--- config.mk ---
export PLATFORM = sky130hd
export DESIGN_NAME = ultc_top
export DESIGN_NICKNAME = d
export VERILOG_FILES = /design/src/hw/ultc_pkg.sv /design/src/hw/ultc_top.sv /design/src/hw/ultc_decode.sv
export SDC_FILE = /design/constraint.sdc
export NUM_CORES = 1
export LEC_CHECK = 0
export BUFFER_PORTS_ARGS = -buffer_cell sky130_fd_sc_hd__buf_2
export CAP_MARGIN = 10
export CORE_ASPECT_RATIO = 1.1
export CORE_UTILIZATION = 52
export CTS_CLUSTER_SIZE = 10
export DETAILED_ROUTE_END_ITERATION = 10
export PLACE_DENSITY = 0.86
export SLEW_MARGIN = 5
export SYNTH_ARGS = -nofsm -noshare
export SYNTH_HDL_FRONTEND = slang
export SYNTH_SLANG_ARGS = --single-unit
--- constraint.sdc ---
create_clock -name clk_i -period 4.56 [get_ports clk_i]
set_input_delay 0.228 -clock clk_i [delete_from_list [all_inputs] [get_ports clk_i]]
set_output_delay 0.228 -clock clk_i [all_outputs]
set_load 0.03 [all_outputs]
--- src/hw/ultc_pkg.sv ---
package ultc_pkg;
   // Register byte addresses
   localparam logic [11:0] ULTC_ADDR_FUNC   = 12'h000;
   localparam logic [11:0] ULTC_ADDR_OTG    = 12'h004;
   localparam logic [11:0] ULTC_ADDR_BOOST  = 12'h008;
   localparam logic [11:0] ULTC_ADDR_STATUS = 12'h00C;

   // Function control fields
   localparam int ULTC_XS_LSB   = 0;
   localparam int ULTC_TERM_BIT = 2;
   localparam int ULTC_OP_LSB   = 3;
   localparam int ULTC_TXEN_BIT = 5;
   // Line control fields
   localparam int ULTC_DPPD_BIT = 0;
   localparam int ULTC_DMPD_BIT = 1;
   localparam int ULTC_CHG_BIT  = 2;
   localparam int ULTC_DIS_BIT  = 3;
   // Status fields
   localparam int ULTC_ST_RES_LSB = 0;
   localparam int ULTC_ST_SQ_BIT  = 5;
   localparam int ULTC_ST_LS_LSB  = 6;

   localparam logic [5:0] ULTC_FUNC_RST  = 6'h01;
   localparam logic [3:0] ULTC_OTG_RST   = 4'h3;
   localparam logic [2:0] ULTC_BOOST_RST = 3'h0;

   localparam logic [1:0] ULTC_XS_HS = 2'h0;
   localparam logic [1:0] ULTC_XS_FS = 2'h1;
   localparam logic [1:0] ULTC_XS_LS = 2'h2;
   localparam logic [1:0] ULTC_OP_NORM  = 2'h0;
   localparam logic [1:0] ULTC_OP_NODRV = 2'h1;
   localparam logic [1:0] ULTC_OP_NOSTF = 2'h2;

   // Resistor enable bit positions
   localparam int ULTC_R_PUDP = 4;
   localparam int ULTC_R_PUDM = 3;
   localparam int ULTC_R_PDDP = 2;
   localparam int ULTC_R_PDDM = 1;
   localparam int ULTC_R_HST  = 0;

   localparam logic [2:0] ULTC_STUFF_MAX = 3'h6;

   typedef enum logic [1:0] {
      ULTC_TX_IDLE  = 2'b00,
      ULTC_TX_SHIFT = 2'b01,
      ULTC_TX_STUFF = 2'b10
   } ultc_tx_state_t;
endpackage

--- src/hw/ultc_top.sv ---
// The APB interface to the registers and the register addresses were chosen for this implementation.
`timescale 1ns/1ps
// How it works
// - Resistors follow selected mode, no trimming
// - Decode uses five register-held fields
// - Strong lift enables 1.5k pull-ups
// - Ground leg enables 15k pull-downs
// - HS termination on both lines
// - Operation code 01b clears all enables
// - Power-up setting enables pull-downs only
// - Host chirp/HS: pull-downs plus termination
// - Host FS modes: pull-downs only
// - Host LS modes: pull-downs only
// - Peripheral chirp: DP pull-up only
// - Peripheral HS/test: termination only
// - Peripheral FS modes: DP pull-up only
// - Peripheral LS modes: DM pull-up only
// - OTG peripheral adds DM pull-down in chirp, HS and FS modes; LS modes clear all enables
// - Undefined combinations clear all enables
// - Receiver selected by mode through mux
// - Squelch gates HS receive valid
// - Transmit encodes, stuffs, serializes data
// - Swing setting drives HS amplitude
// - VBUS charge and drain controls
module ultc_top
   import ultc_pkg::*;
#(
   parameter int BOOST_W = 3
) (
   input  wire logic               clk_i,                 // 100 MHz clock
   input  wire logic               reset_i,               // Sync reset, high
   input  wire logic               clk_en_i,              // Freezes state when low
   input  wire logic               psel_i,                // APB select
   input  wire logic               penable_i,             // APB enable
   input  wire logic               pwrite_i,              // APB direction
   input  wire logic [11:0]        paddr_i,               // APB address
   input  wire logic [31:0]        pwdata_i,              // APB write data
   output logic      [31:0]        prdata_o,              // APB read data
   output logic                    pready_o,              // APB ready
   output logic                    pslverr_o,             // APB error
   input  wire logic               hs_rx_data_i,          // HS receiver bit
   input  wire logic               fsls_rx_data_i,        // FS/LS differential bit
   input  wire logic               squelch_i,             // High: no HS signal
   input  wire logic               se_dp_i,               // DP single-ended receiver
   input  wire logic               se_dm_i,               // DM single-ended receiver
   input  wire logic               tx_valid_i,            // Transmit byte valid
   input  wire logic [7:0]         tx_data_i,             // Transmit byte
   output logic                    tx_ready_o,            // Byte accepted
   output logic                    rx_bit_o,              // Selected receive bit
   output logic                    rx_bit_valid_o,        // Receive bit valid
   output logic [1:0]              line_state_o,          // {DM,DP} line state
   output logic                    hs_tx_en_o,            // HS transmitter enable
   output logic                    fsls_tx_en_o,          // FS/LS transmitter enable
   output logic                    tx_line_o,             // NRZI line level
   output logic [BOOST_W-1:0]      hs_swing_adjust_o,     // HS amplitude setting
   output logic                    plus_line_strong_lift_o,  // DP 1.5k pull-up
   output logic                    minus_line_strong_lift_o, // DM 1.5k pull-up
   output logic                    plus_line_ground_leg_o,   // DP 15k pull-down
   output logic                    minus_line_ground_leg_o,  // DM 15k pull-down
   output logic                    hs_line_termination_o,    // 45 ohm termination
   output logic                    vbus_charge_o,         // VBUS pull-up on
   output logic                    vbus_drain_o           // VBUS pull-down on
);
   import ultc_pkg::*;

   initial begin
      if (BOOST_W < 1 || BOOST_W > 8) begin
         $error("BOOST_W must be 1..8");
      end
   end

   logic [5:0]         func_q;
   logic [3:0]         otg_q;
   logic [BOOST_W-1:0] boost_q;
   logic [4:0]         enables;
   logic               wr_stb;
   logic               rd_stb;
   logic [31:0]        rd_d;
   logic               err_d;
   logic [1:0]         xs;
   logic [1:0]         op;
   logic               tx_enable;

   assign xs        = func_q[ULTC_XS_LSB +: 2];
   assign op        = func_q[ULTC_OP_LSB +: 2];
   assign tx_enable = func_q[ULTC_TXEN_BIT];
   assign wr_stb    = psel_i && penable_i && pwrite_i && clk_en_i;
   assign rd_stb    = psel_i && penable_i && !pwrite_i && clk_en_i;

   always_ff @(posedge clk_i) begin
      if (reset_i) begin
         func_q  <= ULTC_FUNC_RST;
         otg_q   <= ULTC_OTG_RST;
         boost_q <= BOOST_W'(ULTC_BOOST_RST);
      end else if (wr_stb) begin
         if (paddr_i == ULTC_ADDR_FUNC) begin
            func_q <= pwdata_i[5:0];
         end else if (paddr_i == ULTC_ADDR_OTG) begin
            otg_q <= pwdata_i[3:0];
         end else if (paddr_i == ULTC_ADDR_BOOST) begin
            boost_q <= pwdata_i[BOOST_W-1:0];
         end
      end
   end

   always_comb begin
      rd_d  = 32'h0000_0000;
      err_d = 1'b0;
      if (paddr_i == ULTC_ADDR_FUNC) begin
         rd_d[5:0] = func_q;
      end else if (paddr_i == ULTC_ADDR_OTG) begin
         rd_d[3:0] = otg_q;
      end else if (paddr_i == ULTC_ADDR_BOOST) begin
         rd_d[BOOST_W-1:0] = boost_q;
      end else if (paddr_i == ULTC_ADDR_STATUS) begin
         rd_d[ULTC_ST_RES_LSB +: 5]  = {plus_line_strong_lift_o, minus_line_strong_lift_o,
                                        plus_line_ground_leg_o, minus_line_ground_leg_o,
                                        hs_line_termination_o};
         rd_d[ULTC_ST_SQ_BIT]        = squelch_i;
         rd_d[ULTC_ST_LS_LSB +: 2]   = line_state_o;
      end else begin
         err_d = 1'b1;
      end
   end

   // Answer in the cycle after setup, so pready is a flop
   always_ff @(posedge clk_i) begin
      if (reset_i) begin
         pready_o  <= 1'b0;
         pslverr_o <= 1'b0;
         prdata_o  <= 32'h0000_0000;
      end else if (clk_en_i) begin
         pready_o  <= psel_i && !penable_i;
         pslverr_o <= psel_i && !penable_i && err_d;
         if (psel_i && !penable_i && !pwrite_i) begin
            prdata_o <= rd_d;
         end
      end
   end

   ultc_decode u_decode (
      .speed_class_select_i      (xs),
      .fs_termination_choice_i   (func_q[ULTC_TERM_BIT]),
      .drive_operation_code_i    (op),
      .plus_line_sink_request_i  (otg_q[ULTC_DPPD_BIT]),
      .minus_line_sink_request_i (otg_q[ULTC_DMPD_BIT]),
      .enables_o                 (enables)
   );

   always_ff @(posedge clk_i) begin
      if (reset_i) begin
         plus_line_strong_lift_o  <= 1'b0;
         minus_line_strong_lift_o <= 1'b0;
         plus_line_ground_leg_o   <= 1'b0;
         minus_line_ground_leg_o  <= 1'b0;
         hs_line_termination_o    <= 1'b0;
      end else if (clk_en_i) begin
         plus_line_strong_lift_o  <= enables[ULTC_R_PUDP];
         minus_line_strong_lift_o <= enables[ULTC_R_PUDM];
         plus_line_ground_leg_o   <= enables[ULTC_R_PDDP];
         minus_line_ground_leg_o  <= enables[ULTC_R_PDDM];
         hs_line_termination_o    <= enables[ULTC_R_HST];
      end
   end

   always_ff @(posedge clk_i) begin
      if (reset_i) begin
         vbus_charge_o     <= 1'b0;
         vbus_drain_o      <= 1'b0;
         hs_swing_adjust_o <= BOOST_W'(ULTC_BOOST_RST);
      end else if (clk_en_i) begin
         vbus_charge_o     <= otg_q[ULTC_CHG_BIT];
         vbus_drain_o      <= otg_q[ULTC_DIS_BIT];
         hs_swing_adjust_o <= boost_q;
      end
   end

   always_ff @(posedge clk_i) begin
      if (reset_i) begin
         rx_bit_o       <= 1'b0;
         rx_bit_valid_o <= 1'b0;
         line_state_o   <= 2'h0;
      end else if (clk_en_i) begin
         line_state_o <= {se_dm_i, se_dp_i};
         if (xs == ULTC_XS_HS) begin
            rx_bit_o       <= hs_rx_data_i;
            rx_bit_valid_o <= !squelch_i;
         end else begin
            rx_bit_o       <= fsls_rx_data_i;
            rx_bit_valid_o <= 1'b1;
         end
      end
   end

   ultc_tx_state_t tx_state_q;
   logic [7:0]     sh_q;
   logic [2:0]     bit_cnt_q;
   logic [2:0]     ones_q;
   logic           stuff_on;

   assign stuff_on = (op != ULTC_OP_NOSTF);

   always_ff @(posedge clk_i) begin
      if (reset_i) begin
         tx_state_q   <= ULTC_TX_IDLE;
         sh_q         <= 8'h00;
         bit_cnt_q    <= 3'h0;
         ones_q       <= 3'h0;
         tx_line_o    <= 1'b1;
         tx_ready_o   <= 1'b0;
         hs_tx_en_o   <= 1'b0;
         fsls_tx_en_o <= 1'b0;
      end else if (clk_en_i) begin
         tx_ready_o <= 1'b0;
         case (tx_state_q)
            ULTC_TX_IDLE: begin
               hs_tx_en_o   <= 1'b0;
               fsls_tx_en_o <= 1'b0;
               if (tx_valid_i && tx_enable && op != ULTC_OP_NODRV && !tx_ready_o) begin
                  sh_q       <= tx_data_i;
                  bit_cnt_q  <= 3'h0;
                  tx_ready_o <= 1'b1;
                  tx_state_q <= ULTC_TX_SHIFT;
               end
            end
            ULTC_TX_SHIFT: begin
               hs_tx_en_o   <= (xs == ULTC_XS_HS);
               fsls_tx_en_o <= (xs != ULTC_XS_HS);
               // NRZI: zero toggles the line
               if (!sh_q[0]) begin
                  tx_line_o <= !tx_line_o;
                  ones_q    <= 3'h0;
               end else begin
                  ones_q    <= ones_q + 3'h1;
               end
               sh_q      <= {1'b0, sh_q[7:1]};
               bit_cnt_q <= bit_cnt_q + 3'h1;
               if (stuff_on && sh_q[0] && ones_q == ULTC_STUFF_MAX - 3'h1) begin
                  tx_state_q <= ULTC_TX_STUFF;
               end else if (bit_cnt_q == 3'h7) begin
                  tx_state_q <= ULTC_TX_IDLE;
               end
            end
            ULTC_TX_STUFF: begin
               tx_line_o <= !tx_line_o;
               ones_q    <= 3'h0;
               if (bit_cnt_q == 3'h0) begin
                  tx_state_q <= ULTC_TX_IDLE;
               end else begin
                  tx_state_q <= ULTC_TX_SHIFT;
               end
            end
            default: begin
               tx_state_q <= ULTC_TX_IDLE;
            end
         endcase
      end
   end
endmodule

--- src/hw/ultc_decode.sv ---
`timescale 1ns/1ps
module ultc_decode (
   input  wire logic [1:0] speed_class_select_i,       // Speed class
   input  wire logic       fs_termination_choice_i,    // Termination choice
   input  wire logic [1:0] drive_operation_code_i,     // Operation code
   input  wire logic       plus_line_sink_request_i,   // DP pull-down request
   input  wire logic       minus_line_sink_request_i,  // DM pull-down request
   output logic      [4:0] enables_o                   // {pu_dp,pu_dm,pd_dp,pd_dm,hst}
);
   import ultc_pkg::*;
   logic [1:0] xs;
   logic       ts;
   logic [1:0] op;
   logic       nrm_or_chirp;
   logic [4:0] periph;

   always_comb begin
      xs           = speed_class_select_i;
      ts           = fs_termination_choice_i;
      op           = drive_operation_code_i;
      nrm_or_chirp = (op == ULTC_OP_NORM) || (op == ULTC_OP_NOSTF);
      periph       = 5'h00;
      enables_o    = 5'h00;
      if (op == ULTC_OP_NODRV) begin
         enables_o = 5'h00;
      end else if (plus_line_sink_request_i && minus_line_sink_request_i) begin
         if (xs == ULTC_XS_FS && !ts && op == ULTC_OP_NORM) begin
            enables_o = 5'h06;
         end else if (xs == ULTC_XS_HS && !ts && nrm_or_chirp) begin
            enables_o = 5'h07;
         end else if (xs[0] && ts && nrm_or_chirp && (op == ULTC_OP_NORM || xs == ULTC_XS_FS)) begin
            enables_o = 5'h06;
         end else if (xs == ULTC_XS_LS && ts && nrm_or_chirp) begin
            enables_o = 5'h06;
         end
      end else if (!plus_line_sink_request_i) begin
         if (xs == ULTC_XS_HS && ts && op == ULTC_OP_NOSTF) begin
            periph = 5'h10;
         end else if (xs == ULTC_XS_HS && !ts && nrm_or_chirp) begin
            periph = 5'h01;
         end else if (xs == ULTC_XS_FS && ts && nrm_or_chirp) begin
            periph = 5'h10;
         // peripheral LS modes (not for OTG)
         end else if (xs == ULTC_XS_LS && ts && nrm_or_chirp && !minus_line_sink_request_i) begin
            periph = 5'h08;
         end
         if (periph != 5'h00 && minus_line_sink_request_i) begin
            enables_o = periph | 5'h02;
         end else begin
            enables_o = periph;
         end
      end
   end
endmodule

==> results of run 1 <==
-- metal layers --
metal | routed length (um) | share of wire (%)
met5 | 0 | 0
met4 | 139 | 2.1
met3 | 501 | 7.5
met2 | 3189 | 48
met1 | 2870 | 43
-- through the flow --
stage	worst slack (ns)	hold WS [ns]	utilization [%]	power, mW
CTS	2.013	0.1035	62.64	1.114
global route	1.671	0.1216	62.64	1.150
global placement	2.150	0.4377	58.74	0.6138
floorplan	2.843	0.3443	-	0.6025
finish	1.980	0.1088	62.64	1.110
detailed placement	2.090	0.4497	58.74	0.6153
-- cell families (layout without fill, tap and decap cells) --
group           count (synthesis)  in the layout
simple gates                   98             98
compound gates                 77             77
flops                          57             57
buf+inv                        53             91
mux                            27             27
fa+ha+maj                       9              9
other cells                     1             24
-- power by group --
group	switching, mW	total, mW	internal, mW	leakage [nW]
clock network	0.200	0.504	0.305	0.106
registers	0.00243	0.505	0.502	0.461
logic	0.0727	0.101	0.0281	0.880
total	0.275	1.11	0.835	1.45
-- sequential cells by signal, indices dropped and copies added, names as in the netlist, 2 cells and up --
register and flops:
otg_q 4, ones_q 3, hs_swing_adjust_o 3, prdata_o 8, func_q 6, sh_q 8
boost_q 3, bit_cnt_q 3, line_state_o 2, tx_state_q 2
-- area by class of cell --
cell class / count / area, um2
well taps: 75 / 93.84
fillers: 487 / 2016
clock buffers: 10 / 127.6
multi-input cells: 235 / 1568
repair buffers: 66 / 332.8
flip-flops and latches: 57 / 1141
inverters: 9 / 33.78
clock inverters: 6 / 82.58
-- synth_stat cells, types with 3 or more instances --
cell      number
nor2b_1        6
a311oi_1       9
clkbuf_1      18
buf_4         24
nand2b_1       8
ha_1           9
a22oi_1        6
nor2_1        39
nand4b_1       5
a22o_1         4
nand2_1        9
nand3_1        8
inv_1          8
a21oi_1       26
a32oi_1        4
mux2i_1       22
mux4_2         3
o21ai_1        8
dfxtp_1       57
a31oi_1        5
o21ai_0        5
-- worst max path at each step --
stage | from | slack, ns | endpoint
2_1_floorplan | paddr_i[5] | 2.84 | prdata_o[3]$_SDFFE_PP0P_
6_report | tx_state_q[1]$_SDFFE_PP0P_ | 1.98 | bit_cnt_q[0]$_SDFFE_PP0P_
5_1_grt | tx_state_q[1]$_SDFFE_PP0P_ | 1.67 | bit_cnt_q[0]$_SDFFE_PP0P_
4_1_cts | tx_state_q[1]$_SDFFE_PP0P_ | 2.01 | bit_cnt_q[0]$_SDFFE_PP0P_
3_5_place_dp | tx_state_q[1]$_SDFFE_PP0P_ | 2.09 | bit_cnt_q[0]$_SDFFE_PP0P_
3_3_place_gp | tx_state_q[1]$_SDFFE_PP0P_ | 2.15 | bit_cnt_q[0]$_SDFFE_PP0P_
-- critical path: cells and delay by family, from the launching register on --
family | cells | cell delay [ns]
fa+ha+maj | 1 | 0.62
buf+inv | 1 | 0.11
compound gates | 1 | 0.25
mux | 1 | 0.33
simple gates | 2 | 0.83
flops | 1 | 0.33
==> results.md, run 1 <==
- Area Overhead vs Synth: 16.07%
- Worst R2R Path Depth: 6
- First-pass GRT wire length: 11100 um
- Die Span X: around 73 um
- Total CTS buffers: 9
- Post-route setup TNS: 0 ns
- DP Cell Count: approximately 440
- Post-detailed-route count of antenna-violating nets: 0
- Compound-Gate Fraction of Synth Area: between 10% and 20%
- Tcrit/Tclk final: 56.57%
- H-tree Lvls: 3
- Finished Layout Cells: 458
- Vias in the first global route: approximately 2.4k
- Async set-reset flop share out of synthesis: 0%
- Post-cts gate resize count: 0
- Hold Crit Class: in -> reg
- Worst Setup Start Kind: flip-flop
- N_diodes: 0
- R2r setup slk: 1.98 ns
- Critical path peak fanout: 15
- Register bit count reported by yosys: between 50 and 60
- Initial antenna violation count: 0
- M2 GR Usage: 39.72%
- Largest family of logic cells by synthesized area: simple AND/OR/NAND/NOR gates
- Post-layout net count: around 450
- Hold endpoint: rx_bit_valid_o$_SDFFE_PP0P_
- GR Util met1: a little over 30%
- Max-slew headroom: 38.22%
- Die ar.: 5903 um2
- Worst slew pin tran: between 0.9 and 1 ns
- Setup Skew: 0.004731 ns
- Reg clk slew, reported paths: approximately 0.070 ns
- Worst path required time: between 4 and 5 ns
- Gr ovfl total: 0
- Syn avg cell area: about 9 um2
- CP cell instances: inv_1 -> ha_1 -> nor2_1 -> nor2_1 -> a21oi_1 -> mux2_2
- Total track usage: between 20% and 30%
- Clk sink count: 57
- Port-buffer cells: 65
- Crit. End Element: flip-flop
- Chip height: 80.48 um
- Starting Density: 53.97%
- Post-CTS setup buffers: 0
- Cell area after synthesis: approximately 2900 um2
- Final instance area: 3379 um2
- Simple-Gate Fraction of Synth Area: a little under a fifth
- Clk buf depth: 2
- Worst r2r src: tx_state_q[1]$_SDFFE_PP0P_
- Crit path DAT: approximately 2.8 ns
- Crit Path Class: reg -> reg
- Pin count of the biggest net entering global routing: 64
- Starting DRT DRC Count: 181
- Number of iterations in the first detailed-routing pass: 4
- Fmax: between 300 and 400 MHz
- LEAKAGE: between 1 and 1.5 nW
- Worst Hold Path Cells: 2
- Root Buffer: clkbuf_8
- Row cnt: 28
- DR WL/cell: approximately 15 um
- Final count of hold timing violations: 0
- IO Pins: around 120
- # hold bufs at CTS: 0
- Critical R2R Capture: bit_cnt_q[0]$_SDFFE_PP0P_
- Sequential-to-total area share from yosys stat: between 30 and 40%
- Post-placement cell area: roughly 3200 um2
- Worst path max stage delay: ~0.72 ns
- Most frequent CP cell: nor2_1
- Share of cells above drive strength 1: between 20% and 30%
- Ys Warns: 0
- DP Wirelength: 4602 um
- Worst VDD drop: between 0.2 and 0.25 mV
- CP max-delay cell: nor2_1
- Distinct cells, synth: 50
- Synth area leader: dfxtp_1
- Vias/cell: between 5 and 6
- Most frequent cells in the layout: buf_2, dfxtp_1, nor2_1
- Clock Latency Late Sink: 0.33 ns
- Status: finished clean
- Power density over cell area: 328.3 nW/um2
- Top cell type's share of synthesized area: about two fifths
- Final GP Congestion: between 0.8 and 0.9
- Most common library cell in the layout ignoring fill and taps: buf_2
- Synth Area in Adders: between 3 and 4%
- Post-synthesis mux area share: about a tenth
- Top FF cell, synth: dfxtp_1
- Setup-failing EPs final: 0
- Routed wire length: 6700 um
- Syn Inst Count: around 320
- RSZ-0062 raised after global routing: false
- Synth Area in XOR/XNOR: 0%
- Fin. max-slew vios: 0
- MaxCap Viol Count: 0
- Remaining DRCs: 0
- TritonCTS clock tree: built
- Top Usage Layer GRT: met2
- Area of the core: 5395 um2
- Hold path start: squelch_i
- Met3 Track Usage GR: under 10%
- Fin crit period: 2.580 ns
- Number of synthesized flops with an enable pin: 0
- DR vias: 2541
- Dominant cells by area after synthesis: dfxtp_1, mux2i_1, buf_4
(Power assumes the default switching activity.)
==> inputs of run 2 (changes only) <==
ABC_AREA = 1   (was default)
CORE_UTILIZATION = 49   (was 52)
PLACE_DENSITY = 0.81   (was 0.86)
clock period = 2.51 ns   (was 4.56 ns; I/O delays follow)
==> run 2 against run 1 <==
Compared with the run above:
- combinational power grew to 3.4 times the previous value
- worst hold slack lost 0.086 ns
- flip-flop and latch count is the same
- critical path type unchanged
- largest cell class unchanged
- highest routed layer unchanged
==> results.md, run 2 <==
- Ys Warns: 0
- Most frequent CP cell: nand2_1
- DP Wirelength: 5128 um
- Post-cts gate resize count: 0
- CP cell instances: inv_1 -> ha_1 -> nand2_1 -> nand2_1 -> o21ai_0 -> a21oi_1
- Worst Setup Start Kind: flip-flop
- Worst VDD drop: 0.3370 mV
- Clk buf depth: 2
- Crit path DAT: between 2 and 2.5 ns
- Initial antenna violation count: 0
- Syn Inst Count: between 400 and 500
- Fillers: 550
- Total track usage: 23.09%
- RSZ-0062 raised after global routing: false
- Internal Power: 1.596 mW
- Net switching power: 640.5 uW
- Register share of total power: 43.2%
- Power density over cell area: between 600 and 700 nW/um2
- Logic gate share of total power: 15.5%
- Syn avg cell area: 7.037 um2
- Area occupied by multi-input gates: 1541 um2
- Total CTS buffers: 9
- Sequential-to-total area share from yosys stat: a little under two fifths
- Hold Crit Class: in -> reg
- MaxCap Viol Count: 0
- Row cnt: 29
- Die Span X: approximately 77 um
- Top flop regs: prdata_o (8), sh_q (8), func_q (6)
- Clock share of power: roughly 41%
- Clock Latency Late Sink: around 0.34 ns
- Crit Path Class: reg -> reg
- Most common library cell in the layout ignoring fill and taps: nand2_1
- Top cell type's share of synthesized area: between 30% and 40%
- IO Pins: 116
- Final GP Congestion: around 0.9
- Crit. End Element: flip-flop
- Post-CTS setup buffers: 0
- Post-placement cell area: about 3300 um2
- Routed wire length: approximately 7000 um
- Share of cells above drive strength 1: 21.49%
- Root Buffer: clkbuf_8
- First-pass GRT wire length: 11900 um
- Vias/cell: around 5.2
- Pin count of the biggest net entering global routing: 33
- Final count of hold timing violations: 0
- Fin crit period: about 1.8 ns
- Worst path required time: between 2 and 3 ns
- Cell area after synthesis: 3012 um2
- Remaining DRCs: 0
- Chip height: ~84 um
- Number of iterations in the first detailed-routing pass: 5
- Reg clk slew, reported paths: about 0.06 ns
- Synth area leader: dfxtp_1
- Worst path max stage delay: roughly 0.36 ns
- Final instance area: between 3000 and 4000 um2
- Status: finished clean
- Post-detailed-route count of antenna-violating nets: 0
- TritonCTS clock tree: built
- N_diodes: 0
- Most frequent cells in the layout: nand2_1, buf_2, dfxtp_1
- Gr ovfl total: 0
- Top FF cell, synth: dfxtp_1
- Sw Share: 28.64%
- Setup Skew: between 0.006 and 0.007 ns
- Area Overhead vs Synth: 16.95%
- DR vias: slightly below 3k
- Post-route setup TNS: 0 ns
- LEAKAGE: 1.676 nW
- Fin. max-slew vios: 0
- CP max-delay cell: dfxtp_1
- Dominant cells by area after synthesis: dfxtp_1, nand2_1, a21oi_1
- Port-buffer cells: 65
- Register bit count reported by yosys: 57
- Setup-failing EPs final: 0
- Starting Density: 51.55%
- DR WL/cell: ~12 um
- H-tree Lvls: 3
- Distinct cells, synth: 33
- Number of synthesized flops with an enable pin: 0
- Vias in the first global route: about 2.7k
- Clk sink count: 57
- Power, Total: roughly 2.2 mW
- Area of the core: a little under 6000 um2
- Flip-flop and latch area: 1141 um2
- Starting DRT DRC Count: 185
- Die ar.: 6464 um2
- Fmax: roughly 550 MHz
- Synth top cells by count: nand2_1, dfxtp_1, a21oi_1
- Async set-reset flop share out of synthesis: 0%
- Post-layout net count: between 500 and 600
- Tcrit/Tclk final: between 70 and 80%
- Critical path peak fanout: 12
- Most instantiated library cell after synthesis: nand2_1
- # hold bufs at CTS: 0
-- run 2: changes by cell type after synthesis, sizes merged, moves of 7 or more --
cell	previous run	this run
nand2	9	90
inv	9	41
nand3	8	35
a21oi	26	51
mux2i	22	0
o21ai	13	30
clkbuf	18	8
a311oi	9	0
nand2b	8	0
nor2	39	46
-- run 2: cell families (layout without fill, tap and decap cells) --
family          Yosys count  after routing  synth area share [%]
fa+ha+maj                 9              9                 3.739
simple gates            188            188                 28.00
flops                    57             57                 37.89
compound gates           91             91                 16.45
other cells               1             24                0.1245
buf+inv                  82            129                 13.79
-- run 2: worst paths after layout --
check                                                start                           to  slack (ns)  depth (start not counted)
worst max register to register  tx_state_q[0]$_SDFFE_PP0P_         sh_q[0]$_SDFFE_PP0P_        0.69                          6
worst max-delay path            tx_state_q[0]$_SDFFE_PP0P_         sh_q[0]$_SDFFE_PP0P_        0.69                          6
worst min-delay path                             squelch_i  rx_bit_valid_o$_SDFFE_PP0P_        0.02                          2
worst min register to register     hs_tx_en_o$_SDFFE_PP0P_      hs_tx_en_o$_SDFFE_PP0P_        0.46                          2
-- run 2: critical path: cells and delay by family (launching register included) --
kind / cells / cell delay, ns
flip-flops: 1 / 0.36
AO/OA/AOI/OAI: 2 / 0.33
buffers and inverters: 1 / 0.09
AND/OR/NAND/NOR: 2 / 0.70
adder cells (fa/ha/maj): 1 / 0.22
-- run 2: layout make-up --
cell class | instances | area share [%]
Clock buffer | 10 | 3.623
Clock inverter | 6 | 2.345
Inverter | 42 | 4.618
Multi-Input combinational cell | 312 | 43.77
Sequential cell | 57 | 32.40
Tap cell | 77 | 2.735
Timing Repair Buffer | 71 | 10.52
-- run 2: stage by stage --
step           hold slack [ns]  std cells  setup WS (ns)  utilization (%)
6_report               0.02294        575         0.6873            60.29
5_1_grt               0.009551        575         0.4317            60.29
3_5_place_dp            0.3709        559         0.7269            56.69
2_1_floorplan           0.2362        451          1.122                -
3_3_place_gp            0.3705        559         0.7620            56.69
4_1_cts                0.01404        575         0.7158            60.29
-- run 2: routing by layer --
layer  up-vias  global-route usage (%)  routed length, um
li1       1489                       -                  -
met1      1365                   28.27               3060
met2       116                   37.82               3417
met3        15                   5.326                529
met4         0                   11.71                145
met5         -                       0                  0
-- run 2: power groups by stage --
stage               Combinational (mW)  Clock (mW)  Sequential [mW]
floorplan                        0.246           0             1.01
global placement                 0.337           0            0.983
detailed placement               0.343           0            0.984
CTS                              0.345       0.932            0.965
global route                     0.381       0.981            0.969
finish                           0.347       0.924            0.965
